==> config.mk <==
export PLATFORM = sky130hd
export DESIGN_NAME = quad_flash_desc_ctrl_taps
export DESIGN_NICKNAME = d
export VERILOG_FILES = /design/src/core/quad_flash_desc_ctrl_taps.v /design/src/core/descriptor_processor.v
export VERILOG_INCLUDE_DIRS = /design/src /design/src/core
export SDC_FILE = /design/constraint.sdc
export NUM_CORES = 1
export LEC_CHECK = 0
export BUFFER_PORTS_ARGS = -buffer_cell sky130_fd_sc_hd__clkbuf_2
export CAP_MARGIN = 5
export CORE_UTILIZATION = 49
export DETAILED_ROUTE_END_ITERATION = 12
export PLACE_DENSITY = 0.73
export REMOVE_ABC_BUFFERS = 1
export SETUP_SLACK_MARGIN = 0.02
export SYNTH_ARGS = -nofsm -noshare
export SYNTH_HDL_FRONTEND = slang
export SYNTH_SLANG_ARGS = --single-unit
==> constraint.sdc <==
create_clock -name SYS_CLK_IN -period 6.1 [get_ports SYS_CLK_IN]
set_input_delay 0 -clock SYS_CLK_IN [delete_from_list [all_inputs] [get_ports SYS_CLK_IN]]
set_output_delay 0 -clock SYS_CLK_IN [all_outputs]
set_load 0.05 [all_outputs]
==> src/core/quad_flash_desc_ctrl_map.vh <==
// register offsets, field positions, reset values and timing for the flash descriptor block
`ifndef QUAD_FLASH_DESC_CTRL_MAP_VH
`define QUAD_FLASH_DESC_CTRL_MAP_VH

// register byte offsets inside the block window
`define DESC_CTRL_OFFSET 12'h034
`define DESC_POINTER_OFFSET 12'h038
`define DESC_BASE_OFFSET 12'h040
`define TAP_CTRL_OFFSET 12'h050

// descriptor control bit positions
`define CTRL_DMA_BIT 0
`define CTRL_POLL_BIT 1
`define CTRL_START_BIT 2
`define CTRL_WIDTH 3

// tap control field positions (lsb of each field)
`define TAP_DDR_CLK_IN_LSB 24
`define TAP_SDR_DATA_LSB 20
`define TAP_DDR_DATA_OUT_LSB 16
`define TAP_SDR_CLK_IN_LSB 8
`define TAP_DATA_OUT_LSB 4
`define TAP_CLK_OUT_LSB 0
`define TAP_WIDE_BITS 6
`define TAP_NARROW_BITS 4

// implemented bits of tap control, 31:30 and 15:14 read as zero
`define TAP_CTRL_MASK 32'h3FFF_3FFF

// reset values
`define DESC_CTRL_RESET 3'h0
`define DESC_POINTER_RESET 32'h0000_0000
`define DESC_BASE_RESET 32'h0000_0000
`define TAP_CTRL_RESET 32'h0000_0000

// polling interval between descriptor re-fetches
`define CLK_PERIOD_NS 10
`define POLL_INTERVAL_NS 160
`define POLL_CYCLES (`POLL_INTERVAL_NS / `CLK_PERIOD_NS)

`endif

==> src/core/quad_flash_desc_ctrl_taps.v <==
// apb register slice: descriptor control, current pointer and delay taps
//
// Overview of operation
// RULE1 - control bits start, poll enable, dma enable
// RULE2 - poll enable turns descriptor polling on
// RULE3 - upper bits read zero, bits reset zero
// RULE4 - read-only pointer of current descriptor
// RULE5 - ddr sample clock delay, n plus one
// RULE6 - sdr data delay, n plus one taps
// RULE7 - ddr data output delay, n plus one
// RULE8 - other tap fields, same n plus one
`timescale 1ns/1ps
`default_nettype none
`include "quad_flash_desc_ctrl_map.vh"

module quad_flash_desc_ctrl_taps #(
    parameter ADDR_WIDTH = 12,
    parameter POLL_CYCLES = `POLL_CYCLES
) (
    // clock and reset
    input wire SYS_CLK_IN,
    input wire SRST_IN,
    // apb slave
    input wire PSEL_IN,
    input wire PENABLE_IN,
    input wire PWRITE_IN,
    input wire [ADDR_WIDTH-1:0] PADDR_IN,
    input wire [31:0] PWDATA_IN,
    input wire [3:0] PSTRB_IN,
    output reg [31:0] PRDATA_OUT,
    output reg PREADY_OUT,
    output reg PSLVERR_OUT,
    // descriptor fetch port
    input wire FETCH_ACK_IN,
    input wire DESC_OWNED_IN,
    input wire DESC_LAST_IN,
    input wire [31:0] NEXT_DESC_ADDR_IN,
    output wire FETCH_REQ_OUT,
    output reg [31:0] FETCH_ADDR_OUT,
    output wire PROCESSOR_BUSY_OUT,
    // control levels to the transfer engine
    output reg DMA_TRANSFER_ENABLE_OUT,
    output reg DESCRIPTOR_POLL_ENABLE_OUT,
    // tap counts to the delay lines
    output reg [6:0] DDR_SAMPLE_CLOCK_TAPS_OUT,
    output reg [4:0] SDR_DATA_TAPS_OUT,
    output reg [4:0] DDR_DATA_OUT_TAPS_OUT,
    output reg [6:0] SDR_SAMPLE_CLOCK_TAPS_OUT,
    output reg [4:0] DATA_OUTPUT_TAPS_OUT,
    output reg [4:0] CLOCK_OUTPUT_TAPS_OUT
);

    // helpers:
    // strobe merge is shared by the base and tap registers,
    // the tap conversions by all six delay outputs
    // merge write data into a register under byte strobes
    function [31:0] apply_strobe;
        input [31:0] old_val;
        input [31:0] new_val;
        input [3:0] strb;
        integer i;
        begin
            apply_strobe = old_val;
            for (i = 0; i < 4; i = i + 1) begin
                if (strb[i]) begin
                    apply_strobe[i*8 +: 8] = new_val[i*8 +: 8];
                end
            end
        end
    endfunction

    // wide field: value n gives n plus one taps
    function [6:0] wide_taps;
        input [5:0] field;
        begin
            wide_taps = {1'b0, field} + 7'h01;
        end
    endfunction

    // narrow field: value n gives n plus one taps
    function [4:0] narrow_taps;
        input [3:0] field;
        begin
            narrow_taps = {1'b0, field} + 5'h01;
        end
    endfunction

    // true when the address hits a mapped register
    function is_mapped;
        input [ADDR_WIDTH-1:0] addr;
        begin
            is_mapped = (addr == `DESC_CTRL_OFFSET) ||
                        (addr == `DESC_POINTER_OFFSET) ||
                        (addr == `DESC_BASE_OFFSET) ||
                        (addr == `TAP_CTRL_OFFSET);
        end
    endfunction

    // register image kept here; the pointer lives in the walker
    // so that software can only read it, never write it
    // base register holds the chain head, read and write,
    // copied into the pointer whenever the walker leaves idle
    // software visible state
    reg [`CTRL_WIDTH-1:0] desc_ctrl;   // start, poll, dma
    reg [31:0] desc_base;              // chain head address
    reg [31:0] tap_ctrl;               // packed tap fields

    // setup is the only cycle in which the answer is armed;
    // a write commits only with ready high, so a stalled or
    // repeated access phase never writes twice
    // bus phase decode
    wire setup_phase;                  // first cycle of a transfer
    wire write_commit;                 // write lands this edge
    reg [31:0] next_rdata;             // read mux result

    // control bits fan out to the walker with no register stage,
    // so a start write is acted on at the very next edge
    // walker wiring
    wire start_bit;                    // processor start request
    wire poll_bit;                     // polling allowed
    wire dma_bit;                      // dma allowed
    wire [31:0] cur_ptr;               // pointer from walker

    assign setup_phase = PSEL_IN && !PENABLE_IN;
    assign write_commit = PSEL_IN && PENABLE_IN && PREADY_OUT && PWRITE_IN;

    assign start_bit = desc_ctrl[`CTRL_START_BIT];
    assign poll_bit = desc_ctrl[`CTRL_POLL_BIT];
    assign dma_bit = desc_ctrl[`CTRL_DMA_BIT];

    // the mux follows the address of the setup cycle;
    // the answer process latches it, so read data
    // leaves on a flop and is stable for the whole
    // access cycle
    // read mux, unimplemented bits return zero
    always @* begin
        next_rdata = 32'h0000_0000;
        case (PADDR_IN)
            `DESC_CTRL_OFFSET: begin
                next_rdata = {29'h0000_0000, desc_ctrl}; // RULE3
            end
            `DESC_POINTER_OFFSET: begin
                next_rdata = cur_ptr; // RULE4
            end
            `DESC_BASE_OFFSET: begin
                next_rdata = desc_base;
            end
            `TAP_CTRL_OFFSET: begin
                next_rdata = tap_ctrl & `TAP_CTRL_MASK;
            end
            default: begin
                next_rdata = 32'h0000_0000;
            end
        endcase
    end

    // slave timing:
    // setup seen at an edge raises ready for the next cycle
    // a write lands at the edge where ready meets enable
    // ready, error and read data stand one cycle only
    // no wait state is ever inserted, so a master that
    // waits for ready finishes every access in two cycles
    // an unmapped address answers with an error and zero data
    // apb answer: one wait-free access phase after setup
    always @(posedge SYS_CLK_IN) begin
        if (SRST_IN) begin
            PREADY_OUT <= 1'b0;
            PSLVERR_OUT <= 1'b0;
            PRDATA_OUT <= 32'h0000_0000;
        end else if (setup_phase) begin
            // ready and data prepared for the access phase
            PREADY_OUT <= 1'b1;
            PSLVERR_OUT <= !is_mapped(PADDR_IN);
            // writes answer with zero data
            if (PWRITE_IN) begin
                PRDATA_OUT <= 32'h0000_0000;
            end else begin
                PRDATA_OUT <= next_rdata;
            end
        end else begin
            // transfer closes, answer withdrawn
            PREADY_OUT <= 1'b0;
            PSLVERR_OUT <= 1'b0;
            PRDATA_OUT <= 32'h0000_0000;
        end
    end

    // control write decode:
    // the three control bits sit in byte lane 0, so a write
    // without that lane leaves the word untouched;
    // a write to the pointer offset matches no decode and
    // is dropped without an error
    // control register, only three bits held
    always @(posedge SYS_CLK_IN) begin
        if (SRST_IN) begin
            desc_ctrl <= `DESC_CTRL_RESET; // RULE3
        end else if (write_commit && PADDR_IN == `DESC_CTRL_OFFSET && PSTRB_IN[0]) begin
            desc_ctrl <= PWDATA_IN[`CTRL_WIDTH-1:0]; // RULE1
        end
    end

    // all four byte lanes honoured on the chain head
    // a change only matters the next time the walker starts
    // chain head address
    always @(posedge SYS_CLK_IN) begin
        if (SRST_IN) begin
            desc_base <= `DESC_BASE_RESET;
        end else if (write_commit && PADDR_IN == `DESC_BASE_OFFSET) begin
            desc_base <= apply_strobe(desc_base, PWDATA_IN, PSTRB_IN);
        end
    end

    // masking on the way in keeps bits 31:30 and 15:14 at zero
    // in the register itself, so those bits can never reach
    // the delay outputs
    // tap control, unimplemented bits forced to zero
    always @(posedge SYS_CLK_IN) begin
        if (SRST_IN) begin
            tap_ctrl <= `TAP_CTRL_RESET;
        end else if (write_commit && PADDR_IN == `TAP_CTRL_OFFSET) begin
            tap_ctrl <= apply_strobe(tap_ctrl, PWDATA_IN, PSTRB_IN) & `TAP_CTRL_MASK;
        end
    end

    // enables reach the transfer engine one cycle after the
    // write lands; the walker reads the register bits
    // directly, so it sees them a cycle earlier
    // control levels out to the transfer engine
    always @(posedge SYS_CLK_IN) begin
        if (SRST_IN) begin
            DMA_TRANSFER_ENABLE_OUT <= 1'b0;
            DESCRIPTOR_POLL_ENABLE_OUT <= 1'b0;
        end else begin
            DMA_TRANSFER_ENABLE_OUT <= dma_bit; // RULE1
            DESCRIPTOR_POLL_ENABLE_OUT <= poll_bit; // RULE2
        end
    end

    // tap counts leave on flops so the delay lines never see
    // a decode glitch; a new setting takes effect one cycle
    // after the write lands
    // wide fields give 1 to 64 taps, narrow fields 1 to 16
    // the reset value of every count is one tap
    // tap counts, each field value plus one
    always @(posedge SYS_CLK_IN) begin
        if (SRST_IN) begin
            DDR_SAMPLE_CLOCK_TAPS_OUT <= 7'h01;
            SDR_DATA_TAPS_OUT <= 5'h01;
            DDR_DATA_OUT_TAPS_OUT <= 5'h01;
            SDR_SAMPLE_CLOCK_TAPS_OUT <= 7'h01;
            DATA_OUTPUT_TAPS_OUT <= 5'h01;
            CLOCK_OUTPUT_TAPS_OUT <= 5'h01;
        end else begin
            DDR_SAMPLE_CLOCK_TAPS_OUT <=
                wide_taps(tap_ctrl[`TAP_DDR_CLK_IN_LSB +: `TAP_WIDE_BITS]); // RULE5
            SDR_DATA_TAPS_OUT <=
                narrow_taps(tap_ctrl[`TAP_SDR_DATA_LSB +: `TAP_NARROW_BITS]); // RULE6
            DDR_DATA_OUT_TAPS_OUT <=
                narrow_taps(tap_ctrl[`TAP_DDR_DATA_OUT_LSB +: `TAP_NARROW_BITS]); // RULE7
            SDR_SAMPLE_CLOCK_TAPS_OUT <=
                wide_taps(tap_ctrl[`TAP_SDR_CLK_IN_LSB +: `TAP_WIDE_BITS]); // RULE8
            DATA_OUTPUT_TAPS_OUT <=
                narrow_taps(tap_ctrl[`TAP_DATA_OUT_LSB +: `TAP_NARROW_BITS]); // RULE8
            CLOCK_OUTPUT_TAPS_OUT <=
                narrow_taps(tap_ctrl[`TAP_CLK_OUT_LSB +: `TAP_NARROW_BITS]); // RULE8
        end
    end

    // the walker moves its pointer one cycle before it raises
    // a request, so the registered address is settled by the
    // time the memory side samples the request
    // it trails the pointer by exactly one cycle
    // fetch address follows the walker pointer
    always @(posedge SYS_CLK_IN) begin
        if (SRST_IN) begin
            FETCH_ADDR_OUT <= 32'h0000_0000;
        end else begin
            FETCH_ADDR_OUT <= cur_ptr;
        end
    end

    // walker handshake:
    // the request stays up until the edge where the answer is
    // seen; owned, last and link are taken at that edge only
    // a not-owned descriptor is fetched again after the poll
    // wait if polling is on, otherwise the walker parks
    // clearing start returns it to idle and keeps the pointer
    // descriptor walker
    descriptor_processor #(
        .POLL_CYCLES(POLL_CYCLES)
    ) descriptor_processor_inst (
        .clk(SYS_CLK_IN),
        .srst(SRST_IN),
        .start(start_bit),
        .poll_en(poll_bit),
        .dma_en(dma_bit),
        .base_addr(desc_base),
        .fetch_ack(FETCH_ACK_IN),
        .desc_owned(DESC_OWNED_IN),
        .desc_last(DESC_LAST_IN),
        .next_addr(NEXT_DESC_ADDR_IN),
        .fetch_req(FETCH_REQ_OUT),
        .cur_ptr(cur_ptr),
        .busy(PROCESSOR_BUSY_OUT)
    );

endmodule // quad_flash_desc_ctrl_taps
`default_nettype wire

==> src/core/descriptor_processor.v <==
// descriptor walker: fetches descriptors and tracks the current pointer
`timescale 1ns/1ps
`default_nettype none
`include "quad_flash_desc_ctrl_map.vh"

module descriptor_processor #(
    parameter POLL_CYCLES = `POLL_CYCLES
) (
    input wire clk,
    input wire srst,
    input wire start,                  // processor run request
    input wire poll_en,                // re-fetch not-ready descriptors
    input wire dma_en,                 // allow descriptor fetches
    input wire [31:0] base_addr,       // first descriptor address
    input wire fetch_ack,              // fetch answered this cycle
    input wire desc_owned,             // fetched descriptor is ready
    input wire desc_last,              // fetched descriptor ends chain
    input wire [31:0] next_addr,       // link to following descriptor
    output reg fetch_req,              // fetch request, held until ack
    output reg [31:0] cur_ptr,         // current descriptor address
    output reg busy                    // walking a chain
);

    // walker states
    localparam [1:0] ST_IDLE = 2'b00;
    localparam [1:0] ST_FETCH = 2'b01;
    localparam [1:0] ST_POLL_WAIT = 2'b10;
    localparam [1:0] ST_HALT = 2'b11;

    reg [1:0] state;                   // walker state
    reg [15:0] poll_cnt;               // cycles left before re-fetch

    // walker sequencing
    always @(posedge clk) begin
        if (srst) begin
            state <= ST_IDLE;
            fetch_req <= 1'b0;
            cur_ptr <= `DESC_POINTER_RESET; // RULE4
            busy <= 1'b0;
            poll_cnt <= 16'h0000;
        end else if (!start) begin
            // cleared start disables the walker, pointer kept
            state <= ST_IDLE; // RULE1
            fetch_req <= 1'b0;
            busy <= 1'b0;
        end else begin
            case (state)
                ST_IDLE: begin
                    // fresh start loads the chain head
                    cur_ptr <= base_addr; // RULE4
                    busy <= 1'b1;
                    state <= ST_FETCH;
                end
                ST_FETCH: begin
                    if (fetch_req && fetch_ack) begin
                        fetch_req <= 1'b0;
                        if (!desc_owned) begin
                            // not ready: poll again or stop
                            if (poll_en) begin
                                poll_cnt <= POLL_CYCLES[15:0] - 16'h0001; // RULE2
                                state <= ST_POLL_WAIT;
                            end else begin
                                state <= ST_HALT; // RULE2
                            end
                        end else if (desc_last) begin
                            state <= ST_HALT;
                        end else begin
                            cur_ptr <= next_addr; // RULE4
                        end
                    end else if (!fetch_req) begin
                        // fetches only run with dma enabled
                        fetch_req <= dma_en; // RULE1
                    end
                end
                ST_POLL_WAIT: begin
                    if (!poll_en) begin
                        state <= ST_HALT; // RULE2
                    end else if (poll_cnt == 16'h0000) begin
                        state <= ST_FETCH; // RULE2
                    end else begin
                        poll_cnt <= poll_cnt - 16'h0001;
                    end
                end
                ST_HALT: begin
                    // parked until software drops start
                    busy <= 1'b0;
                end
                default: begin
                    state <= ST_IDLE;
                end
            endcase
        end
    end

endmodule // descriptor_processor
`default_nettype wire

==> metrics, run 1 <==
number of setup violations in the final report=0; area overhead of the layout relative to synthesis=29.6%; number of design rule violations left after detail routing=0; sum of negative setup slack=0 ns; drt first pass iters=5; cts bufs inserted=22; mean routed wirelength per cell=16.9 µm; Die Ht=133 µm; Synth async-reset ratio=0%; CTS H-tree depth=1; vias=7,212; top cell type's share of synthesized area=51.4%; worst path arrival time=3.16 ns; post-synthesis instance area=8440 µm²; slew at the pin with the worst max-slew slack=1.11 ns; number of cells after detailed placement=1,241; cell with the most instances after synthesis=sky130_fd_sc_hd__dfxtp_1; Max Clock Skew=0.00553 ns; Critical Path End Type=register; total of fill cells in the finished design=1,337; Final nets=1,212; count of flip-flops with a built-in enable after synthesis=0; worst min-delay path class=in -> reg; first-pass GRT wire length=35.4 mm; final-report hold violation count=0; gate count of the mapped netlist=870; drt total wl=22.8 mm; clock sinks=217; VDD IR-drop max=0.000171 V; remaining global-route overflow=0; later-pin clock latency in the skew report=0.49 ns; placeable core region=16,700 µm²; ports placed on the boundary=192; final critical path time including I/O delays and setup=2.76 ns; number of distinct library cell variants in the gate-level netlist after synthesis=64; non-filler instance count after layout=1,347; cell breakdown of the critical path=inv_1 > ha_2 > buf_4 > nand4_1 > a21oi_4 > buf_4 > nor2_1 > a211oi_1; starting density of the core=50.6%; setup repair after global routing missed its margin=false; most area-consuming cells after synthesis=sky130_fd_sc_hd__dfxtp_1 51%, sky130_fd_sc_hd__mux2i_1 7.3%, sky130_fd_sc_hd__nor2_1 4.6%; number of gates given a new drive strength after cts=0; Clock Path Buffers=3; number of flip-flops and latches in the synthesized netlist=217; final estimated routing congestion in global placement=0.830; synthesized area divided by synthesized cell count=9.71 µm²; max_cap viols=0; DRT iter0 DRCs=464; count of final max-slew check failures=0; period utilization=45.2%; Leak Pwr=4.15 nW; synth cell count leaders=217 x sky130_fd_sc_hd__dfxtp_1, 103 x sky130_fd_sc_hd__nor2_1, 99 x sky130_fd_sc_hd__nand2_1, 62 x sky130_fd_sc_hd__mux2i_1, 48 x sky130_fd_sc_hd__a21oi_1; result of the run=complete, no violations; antenna violations before repair=1; critical path peak fanout=64; category of the worst setup path launch point=register; cell seen most often among critical-path stages=sky130_fd_sc_hd__buf_4; most instantiated flip-flop cell in the synthesis netlist=sky130_fd_sc_hd__dfxtp_1; horizontal die dimension=133 µm; largest net degree at the start of global routing=89; cell taking the most area after synthesis=sky130_fd_sc_hd__dfxtp_1; Max-Slew Margin vs Limit=25.9%; via count of the first global-routing pass=6,809; Reg clk slew, reported paths=0.06 ns; slowest stage delay, CP=0.60 ns; Worst path slowest cell=sky130_fd_sc_hd__buf_4; register-to-register setup slack=3.34 ns; detail-routed via count per cell=5.35; Synthesis Warnings=0; endpoint required time on the critical path=6.50 ns; fraction of layout cells with a size suffix above 1=24.5%; power density relative to cell area=265 nW/µm²; Post-DRT Antenna Nets=0; number of cell rows=47; FMAX=363 MHz; Die Area=17,800 µm²; master cell of the clock root buffer=sky130_fd_sc_hd__clkbuf_16; TritonCTS clock tree=built; global-route usage over all layers=25.0%; CP Class=reg -> reg; part of the Yosys area used for sequential elements=51.4%; number of port buffers=191; HPWL after detailed placement=14.8 mm
## flip-flops by register name, indices dropped and copies added, names as in the netlist, 7 cells and up
signal / flops
FETCH_ADDR_OUT: 32
DDR_SAMPLE_CLOCK_TAPS_OUT: 7
descriptor_processor_inst.cur_ptr: 32
PRDATA_OUT: 32
descriptor_processor_inst.poll_cnt: 16
desc_base: 32
SDR_SAMPLE_CLOCK_TAPS_OUT: 7
tap_ctrl: 28
## where the power goes
| group | internal (mW) | total, mW | switching (mW) |
|---|---|---|---|
| Clock | 0.841 | 1.38 | 0.535 |
| Sequential | 1.42 | 1.42 | 0.000206 |
| Combinational | 0.0553 | 0.108 | 0.0530 |
## area by class of cell
| cell class | instances | area, µm² | area share, % |
|---|---|---|---|
| sequential | 217 | 4340 | 39.7 |
| multi-input combinational | 598 | 3860 | 35.3 |
| timing repair buffer | 265 | 1680 | 15.4 |
| clock buffer | 33 | 673 | 6.15 |
| tap | 220 | 275 | 2.51 |
| clock inverter | 4 | 70.1 | 0.640 |
| inverter | 9 | 33.8 | 0.309 |
| antenna | 1 | 2.50 | 0.0229 |
## metrics by stage
stage	power [mW]	instance area [µm²]	util, %	hold slack, ns	setup slack, ns
6_report	2.90	10900	65.6	0.0190	3.34
5_1_grt	2.99	10900	65.6	0.0440	3.16
3_3_place_gp	1.52	9520	57.0	0.233	3.21
2_1_floorplan	1.46	8220	-	0.0691	1.44
4_1_cts	2.92	10900	65.5	0.0156	3.35
3_5_place_dp	1.52	9520	57.0	0.241	3.18
## repair_timing
action,CTS,global route
setup buffers,0,0
hold endpoints to repair,98,0
setup endpoints to repair,0,0
hold buffers,68,0
## path summary, 6_finish.rpt
kind / startpoint / endpoint / cells after the start
worst max-delay path: descriptor_processor_inst.state[1]$_SDFFE_PP0P_ / descriptor_processor_inst.cur_ptr[23]$_SDFFE_PP0P_ / 8
worst min-delay path: PSTRB_IN[1] / tap_ctrl[8]$_SDFFE_PP0P_ / 4
worst max register to register: descriptor_processor_inst.state[1]$_SDFFE_PP0P_ / descriptor_processor_inst.cur_ptr[23]$_SDFFE_PP0P_ / 8
worst min register to register: desc_base[13]$_SDFFE_PP0P_ / desc_base[13]$_SDFFE_PP0P_ / 2
## routing by layer
layer  part of all wire, %  up-vias  track usage, %  routed length, µm
met5                     0        -               0                  0
met4                   2.7        0            9.34                607
met3                   6.6       45            4.07               1510
met2                    46      270            40.2              10600
met1                    44     3363            33.8              10100
li1                      -     3534               -                  -
## layout by cell type, fill, tap and decap left out, drive strengths merged, types with 2 or more instances in the layout
cell type / count
clkbuf: 223
dfxtp: 217
nor2: 107
nand2: 99
dlygate4sd3: 68
mux2i: 62
a21oi: 48
nor2b: 47
a211oi: 35
o21ai: 31
a22oi: 25
nand3: 13
ha: 11
nand2b: 10
or3: 10
inv: 9
or4: 9
a222oi: 8
xor2: 8
xnor2: 8
nor3: 8
buf: 7
o31ai: 6
nor4: 6
nand3b: 4
nand4: 4
and3: 4
and4b: 4
a22o: 3
or4b: 3
a211o: 3
and2: 3
or2: 2
a311oi: 2
bufinv: 2
clkinv: 2
## cell families (layout without fill, tap and decap cells)
kind of cell / after synthesis / count (layout) / share of synthesized area, %
compound gates: 170 / 170 / 14.4
xor+xnor: 16 / 16 / 1.66
fa+ha+maj: 11 / 11 / 1.63
buf+inv: 55 / 311 / 3.10
flops: 217 / 217 / 51.4
mux: 63 / 63 / 7.48
other cells: 0 / 1 / 0
simple gates: 338 / 338 / 20.3
## critical path, delay by kind of cell (launching register included)
kind	cells	cell delay (ns)
and+or+nand+nor	2	0.38
buffers and inverters	3	1.27
adders and majority gates	1	0.17
AOI/OAI and AO/OA	2	0.45
DFF	1	0.34
(Power assumes the default switching activity.)
==> run 2, diff against run 1 <==
CORE_UTILIZATION = 48   (was 49)
PLACE_DENSITY = 0.75   (was 0.73)
clock period = 2.25 ns   (was 6.1 ns; I/O delays follow)
==> metrics, run 2 (synthesized netlist as in run 1, its figures left out) <==
number of design rule violations left after detail routing=0 (unchanged); starting density of the core=49.0% (-1.6 points); Max-Slew Margin vs Limit=53.0% (+27 points); horizontal die dimension=135 µm (+1.0%); power density relative to cell area=730 nW/µm² (+180%); result of the run=complete, no violations; non-filler instance count after layout=1,379 (+2.4%); Reg clk slew, reported paths=0.06 ns (about the same); VDD IR-drop max=0.000543 V (+220%); later-pin clock latency in the skew report=0.50 ns (about the same); category of the worst setup path launch point=register; period utilization=95.5% (+50 points); drt first pass iters=5 (unchanged); largest net degree at the start of global routing=172 (+93%); Clock Path Buffers=3 (unchanged); number of port buffers=191 (unchanged); slew at the pin with the worst max-slew slack=0.705 ns (-0.402 ns); antenna violations before repair=1 (unchanged); fraction of layout cells with a size suffix above 1=27.2% (+2.7 points); endpoint required time on the critical path=2.68 ns (-3.82 ns); vias=7,401 (+2.6%); mean routed wirelength per cell=16.9 µm (-0.26%); placeable core region=17,200 µm² (+3.2%); Worst path slowest cell=sky130_fd_sc_hd__or4b_1; number of setup violations in the final report=0 (unchanged); number of cell rows=48 (+2.1%); most frequent cells in the layout=215 x sky130_fd_sc_hd__dfxtp_1, 190 x sky130_fd_sc_hd__clkbuf_2, 103 x sky130_fd_sc_hd__nor2_1; CP Class=reg -> reg; family of cells with the greatest summed delay on the critical path=compound AO/OA/AOI/OAI gates; HPWL after detailed placement=15.3 mm (+3.4%); total power consumption of the routed design=8.23 mW (+180%); master cell of the clock root buffer=sky130_fd_sc_hd__clkbuf_16; clock sinks=217 (unchanged); Buf/Inv on CP=1 (-2); number of cells after detailed placement=1,265 (+1.9%); Max Clock Skew=0.0130 ns (+0.00748 ns); CTS H-tree depth=1 (unchanged); final critical path time including I/O delays and setup=2.15 ns (-0.610 ns); most common cell after layout, fill and taps aside=sky130_fd_sc_hd__dfxtp_1; detail-routed via count per cell=5.37 (+0.24%); via count of the first global-routing pass=6,984 (+2.6%); worst hold-check slack=0.0124 ns (-0.00660 ns); ports placed on the boundary=192 (unchanged); max_cap viols=0 (unchanged); worst path arrival time=2.57 ns (-0.59 ns); sum of negative setup slack=0 ns (unchanged); first-pass GRT wire length=36.2 mm (+2.2%); setup repair after global routing missed its margin=true; TritonCTS clock tree=built; drt total wl=23.3 mm (+2.1%); total of fill cells in the finished design=1,386 (+3.7%); worst min-delay path class=in -> reg; Post-DRT Antenna Nets=0 (unchanged); final-report hold violation count=0 (unchanged); Die Area=18,100 µm² (+2.1%); critical path peak fanout=5 (-92%); remaining global-route overflow=0 (unchanged); cts bufs inserted=23 (+4.5%); slowest stage delay, CP=0.50 ns (-0.10 ns); count of final max-slew check failures=0 (unchanged); DRT iter0 DRCs=522 (+13%); cell breakdown of the critical path=inv_1 > ha_1 > nor2b_1 > a211o_1 > a211o_2 > or4b_1 > a21oi_1; FMAX=465 MHz (+28%); Critical Path End Type=register; global-route usage over all layers=25.1% (+0.12 points); area overhead of the layout relative to synthesis=33.5%; Final nets=1,236 (+2.0%); Leak Pwr=4.31 nW (+3.8%); final estimated routing congestion in global placement=0.874 (+5.4%); Die Ht=135 µm (+1.0%)
[run 2: cell types whose count changed in the layout (fill, tap and decap cells not counted), sizes merged, moves of 3 or more]
| cell | change |
|---|---|
| clkinv | +4 |
| buf | +21 |
| bufinv | +3 |
| clkbuf | -5 |
[run 2: timing repair]
item	CTS	global route
hold buffers	69	0
setup buffers	0	2
setup endpoints to repair	0	11
gates resized for setup	0	13
hold endpoints to repair	100	0
[run 2: final timing paths]
path / start / endpoint / slack (ns) / cells past startpoint
max: descriptor_processor_inst.state[0]$_SDFFE_PP0P_ / descriptor_processor_inst.poll_cnt[15]$_SDFFE_PP0P_ / 0.10 / 7
min reg2reg: desc_base[5]$_SDFFE_PP0P_ / desc_base[5]$_SDFFE_PP0P_ / 0.47 / 2
min: PSTRB_IN[1] / tap_ctrl[8]$_SDFFE_PP0P_ / 0.01 / 4
max reg2reg: descriptor_processor_inst.state[0]$_SDFFE_PP0P_ / descriptor_processor_inst.poll_cnt[15]$_SDFFE_PP0P_ / 0.10 / 7
[run 2: stage by stage]
stage          area, µm²  setup slack [ns]  utilization [%]
6_report           11300             0.102             65.4
5_1_grt            11300           0.00903             65.4
4_1_cts            11200            0.0232             65.0
3_5_place_dp        9680            0.0316             56.2
3_3_place_gp        9680             0.132             56.2
2_1_floorplan       8220             -2.41                -
[run 2: where the power goes]
group          internal (mW)  switching (mW)  total (mW)
Clock                   2.55            1.53        4.08
Combinational          0.153           0.146       0.299
Sequential              3.84        0.000606        3.84
[run 2: tightest hold or removal path, stage by stage]
cell                       delay, ns
sky130_fd_sc_hd__clkbuf_2       0.09
sky130_fd_sc_hd__nand2_1        0.09
sky130_fd_sc_hd__nor2_2         0.11
sky130_fd_sc_hd__o21ai_0        0.18
[run 2: per-layer routing]
| metal | routed length [µm] | track usage (%) | vias to the layer above |
|---|---|---|---|
| met4 | 459 | 7.18 | 0 |
| li1 | - | - | 3599 |
| met2 | 10900 | 42.0 | 285 |
| met5 | 0 | 0 | - |
| met1 | 10300 | 33.4 | 3484 |
| met3 | 1670 | 4.02 | 33 |
[run 2: area by class of cell]
| cell class | count | area (µm²) | share of cell area, % |
|---|---|---|---|
| flip-flops and latches | 217 | 4350 | 38.6 |
| multi-input cells | 599 | 3920 | 34.8 |
| repair buffers | 287 | 1860 | 16.5 |
| clock buffers | 28 | 624 | 5.54 |
| well taps | 225 | 282 | 2.50 |
| clock inverters | 13 | 200 | 1.78 |
| inverters | 9 | 33.8 | 0.300 |
| diodes | 1 | 2.50 | 0.0222 |
==> run 3, diff against run 2 <==
CAP_MARGIN = not set   (was 5)
CORE_UTILIZATION = 49   (was 48)
PLACE_DENSITY = 0.73   (was 0.75)
SKIP_CTS_REPAIR_TIMING = 1   (was not set)
clock period = 2.6 ns   (was 2.25 ns; I/O delays follow)
==> metrics, run 3 (synthesized netlist as in run 1, its figures left out) <==
Final Instance Area=11,000 µm² (-2.5%); number of cell rows=47 (-2.1%); drt total wl=22.6 mm (-3.0%); power share of the combinational group=3.9% (+0.3 points); capture point of the worst reg-to-reg path=descriptor_processor_inst.cur_ptr[7]$_SDFFE_PP0P_; worst min-delay path class=in -> reg; Die Ht=133 µm (-1.0%); Critical Path End Type=register; later-pin clock latency in the skew report=0.49 ns (about the same); number of design rule violations left after detail routing=0 (unchanged); area overhead of the layout relative to synthesis=30.2%; VDD IR-drop max=0.000419 V (-23%); total power consumption of the routed design=6.53 mW (-21%); clock sinks=217 (unchanged); CP Class=reg -> reg; FF-to-FF path depth=8 (+1); number of port buffers=191 (unchanged); HPWL after detailed placement=14.9 mm (-2.5%); starting density of the core=50.6% (+1.6 points); TritonCTS clock tree=built; horizontal die dimension=133 µm (-1.0%); max_cap viols=0 (unchanged); setup repair after global routing missed its margin=false; sum of negative setup slack=0 ns (unchanged); most frequent cells in the layout=217 x sky130_fd_sc_hd__dfxtp_1, 190 x sky130_fd_sc_hd__clkbuf_2, 103 x sky130_fd_sc_hd__nor2_1; CTS H-tree depth=1 (unchanged); timing startpoint of the critical path=descriptor_processor_inst.state[1]$_SDFFE_PP0P_; register-to-register setup slack=0.34 ns (+0.24 ns); drt first pass iters=6 (+1); final setup margin=0.340 ns (+0.239 ns); count of final max-slew check failures=0 (unchanged); Clock Path Buffers=3 (unchanged); result of the run=finished with violations; Psw=1.38 mW (-18%); Net Sw Frac=21.1% (+0.64 points); worst hold-check slack=-0.00492 ns (-0.0174 ns); placeable core region=16,700 µm² (-3.1%); origin of the critical flop-to-flop path=descriptor_processor_inst.state[1]$_SDFFE_PP0P_; Max-Slew Margin vs Limit=47.5% (-5.5 points); Internal=5.15 mW (-21%); endpoint required time on the critical path=2.99 ns (+0.31 ns); failing checks=hold timing; remaining global-route overflow=0 (unchanged); Critical Path Sink=descriptor_processor_inst.cur_ptr[7]$_SDFFE_PP0P_; final estimated routing congestion in global placement=0.848 (-3.0%); Reg clk slew, reported paths=0.06 ns (about the same); power density relative to cell area=594 nW/µm² (-19%); via count of the first global-routing pass=6,343 (-9.2%); cts bufs inserted=22 (-4.3%); dpl ws=0.373 ns (+0.341 ns); Flop pwr share=50.9% (+4.2 points); Max Clock Skew=0.00721 ns (-0.00580 ns); worst path arrival time=2.65 ns (+0.08 ns); Post-DRT Antenna Nets=0 (unchanged); mean routed wirelength per cell=16.6 µm (-1.5%); non-filler instance count after layout=1,358 (-1.5%); largest net degree at the start of global routing=172 (unchanged); FMAX=443 MHz (-4.9%); standard cell area after detailed placement=9640 µm² (-0.43%); master cell of the clock root buffer=sky130_fd_sc_hd__clkbuf_16; fraction of layout cells with a size suffix above 1=25.4% (-1.8 points); final critical path time including I/O delays and setup=2.26 ns (+0.111 ns); count of inserted antenna diode cells=0 (-1); ports placed on the boundary=192 (unchanged); Leak Pwr=4.19 nW (-2.7%); period utilization=86.9% (-8.6 points); slew at the pin with the worst max-slew slack=0.787 ns (+0.0825 ns); critical path peak fanout=64 (+59); global-route usage over all layers=23.5% (-1.6 points); detail-routed via count per cell=5.34 (-0.47%); first-pass GRT wire length=33.2 mm (-8.3%); category of the worst setup path launch point=register; final-report hold violation count=1 (+1); Clk network pwr share=45.2% (-4.4 points); most common cell after layout, fill and taps aside=sky130_fd_sc_hd__dfxtp_1; Final nets=1,222 (-1.1%); vias=7,254 (-2.0%); DRT iter0 DRCs=469 (-10%); Die Area=17,800 µm² (-2.0%); antenna violations before repair=2 (+1); number of cells after detailed placement=1,252 (-1.0%); number of setup violations in the final report=0 (unchanged); Util after Layout=65.8% (+0.43 points)
[run 3: changes by cell type in the layout (fill, tap and decap cells not counted), sizes merged, moves of 2 or more]
| cell | previous run | this run |
|---|---|---|
| dlygate4sd3 | 69 | 67 |
| buf | 28 | 18 |
| bufinv | 5 | 0 |
| clkinv | 6 | 8 |
| clkbuf | 218 | 220 |
[run 3: power groups by stage]
stage,Combinational (mW),Clock (mW),Sequential [mW]
finish,0.254,2.95,3.33
global route,0.270,3.16,3.32
CTS,0.170,3.01,3.33
detailed placement,0.169,0,3.40
global placement,0.170,0,3.40
floorplan,0.0258,0,3.40
[run 3: worst min path at each step]
stage,startpoint,endpoint,slack (ns),cells past startpoint
6_report,PSTRB_IN[3],tap_ctrl[24]$_SDFFE_PP0P_,-0.005,4
3_3_place_gp,PWDATA_IN[30],desc_base[30]$_SDFFE_PP0P_,0.23,3
5_1_grt,PSTRB_IN[3],tap_ctrl[25]$_SDFFE_PP0P_,0.04,5
3_5_place_dp,PWDATA_IN[31],desc_base[31]$_SDFFE_PP0P_,0.23,3
4_1_cts,PWDATA_IN[31],desc_base[31]$_SDFFE_PP0P_,-0.28,3
2_1_floorplan,SRST_IN,desc_base[0]$_SDFFE_PP0P_,0.07,1
[run 3: worst max-delay path, stage by stage (launching register included)]
cell and delay, ns:
sky130_fd_sc_hd__dfxtp_1 0.33, sky130_fd_sc_hd__inv_1 0.10, sky130_fd_sc_hd__ha_2 0.23, sky130_fd_sc_hd__buf_4 0.43, sky130_fd_sc_hd__nand4_1 0.23, sky130_fd_sc_hd__a21oi_4 0.22
sky130_fd_sc_hd__buf_12 0.27, sky130_fd_sc_hd__nor2_1 0.07, sky130_fd_sc_hd__a211oi_1 0.24
[run 3: cell type report]
type	count	area, µm²
timing repair buffer	275	1790
tap	220	275
clock inverter	9	47.5
fill	1350	5710
clock buffer	30	632
sequential	217	4340
inverter	9	33.8
multi-input combinational	598	3860
[run 3: routing by layer]
metal | part of all wire, % | GRT usage (%) | up-vias
met5 | 0 | 0 | -
met2 | 48 | 37.7 | 268
met1 | 43 | 31.1 | 3361
li1 | - | - | 3575
met4 | 2.8 | 8.78 | 0
met3 | 6.6 | 4.83 | 50
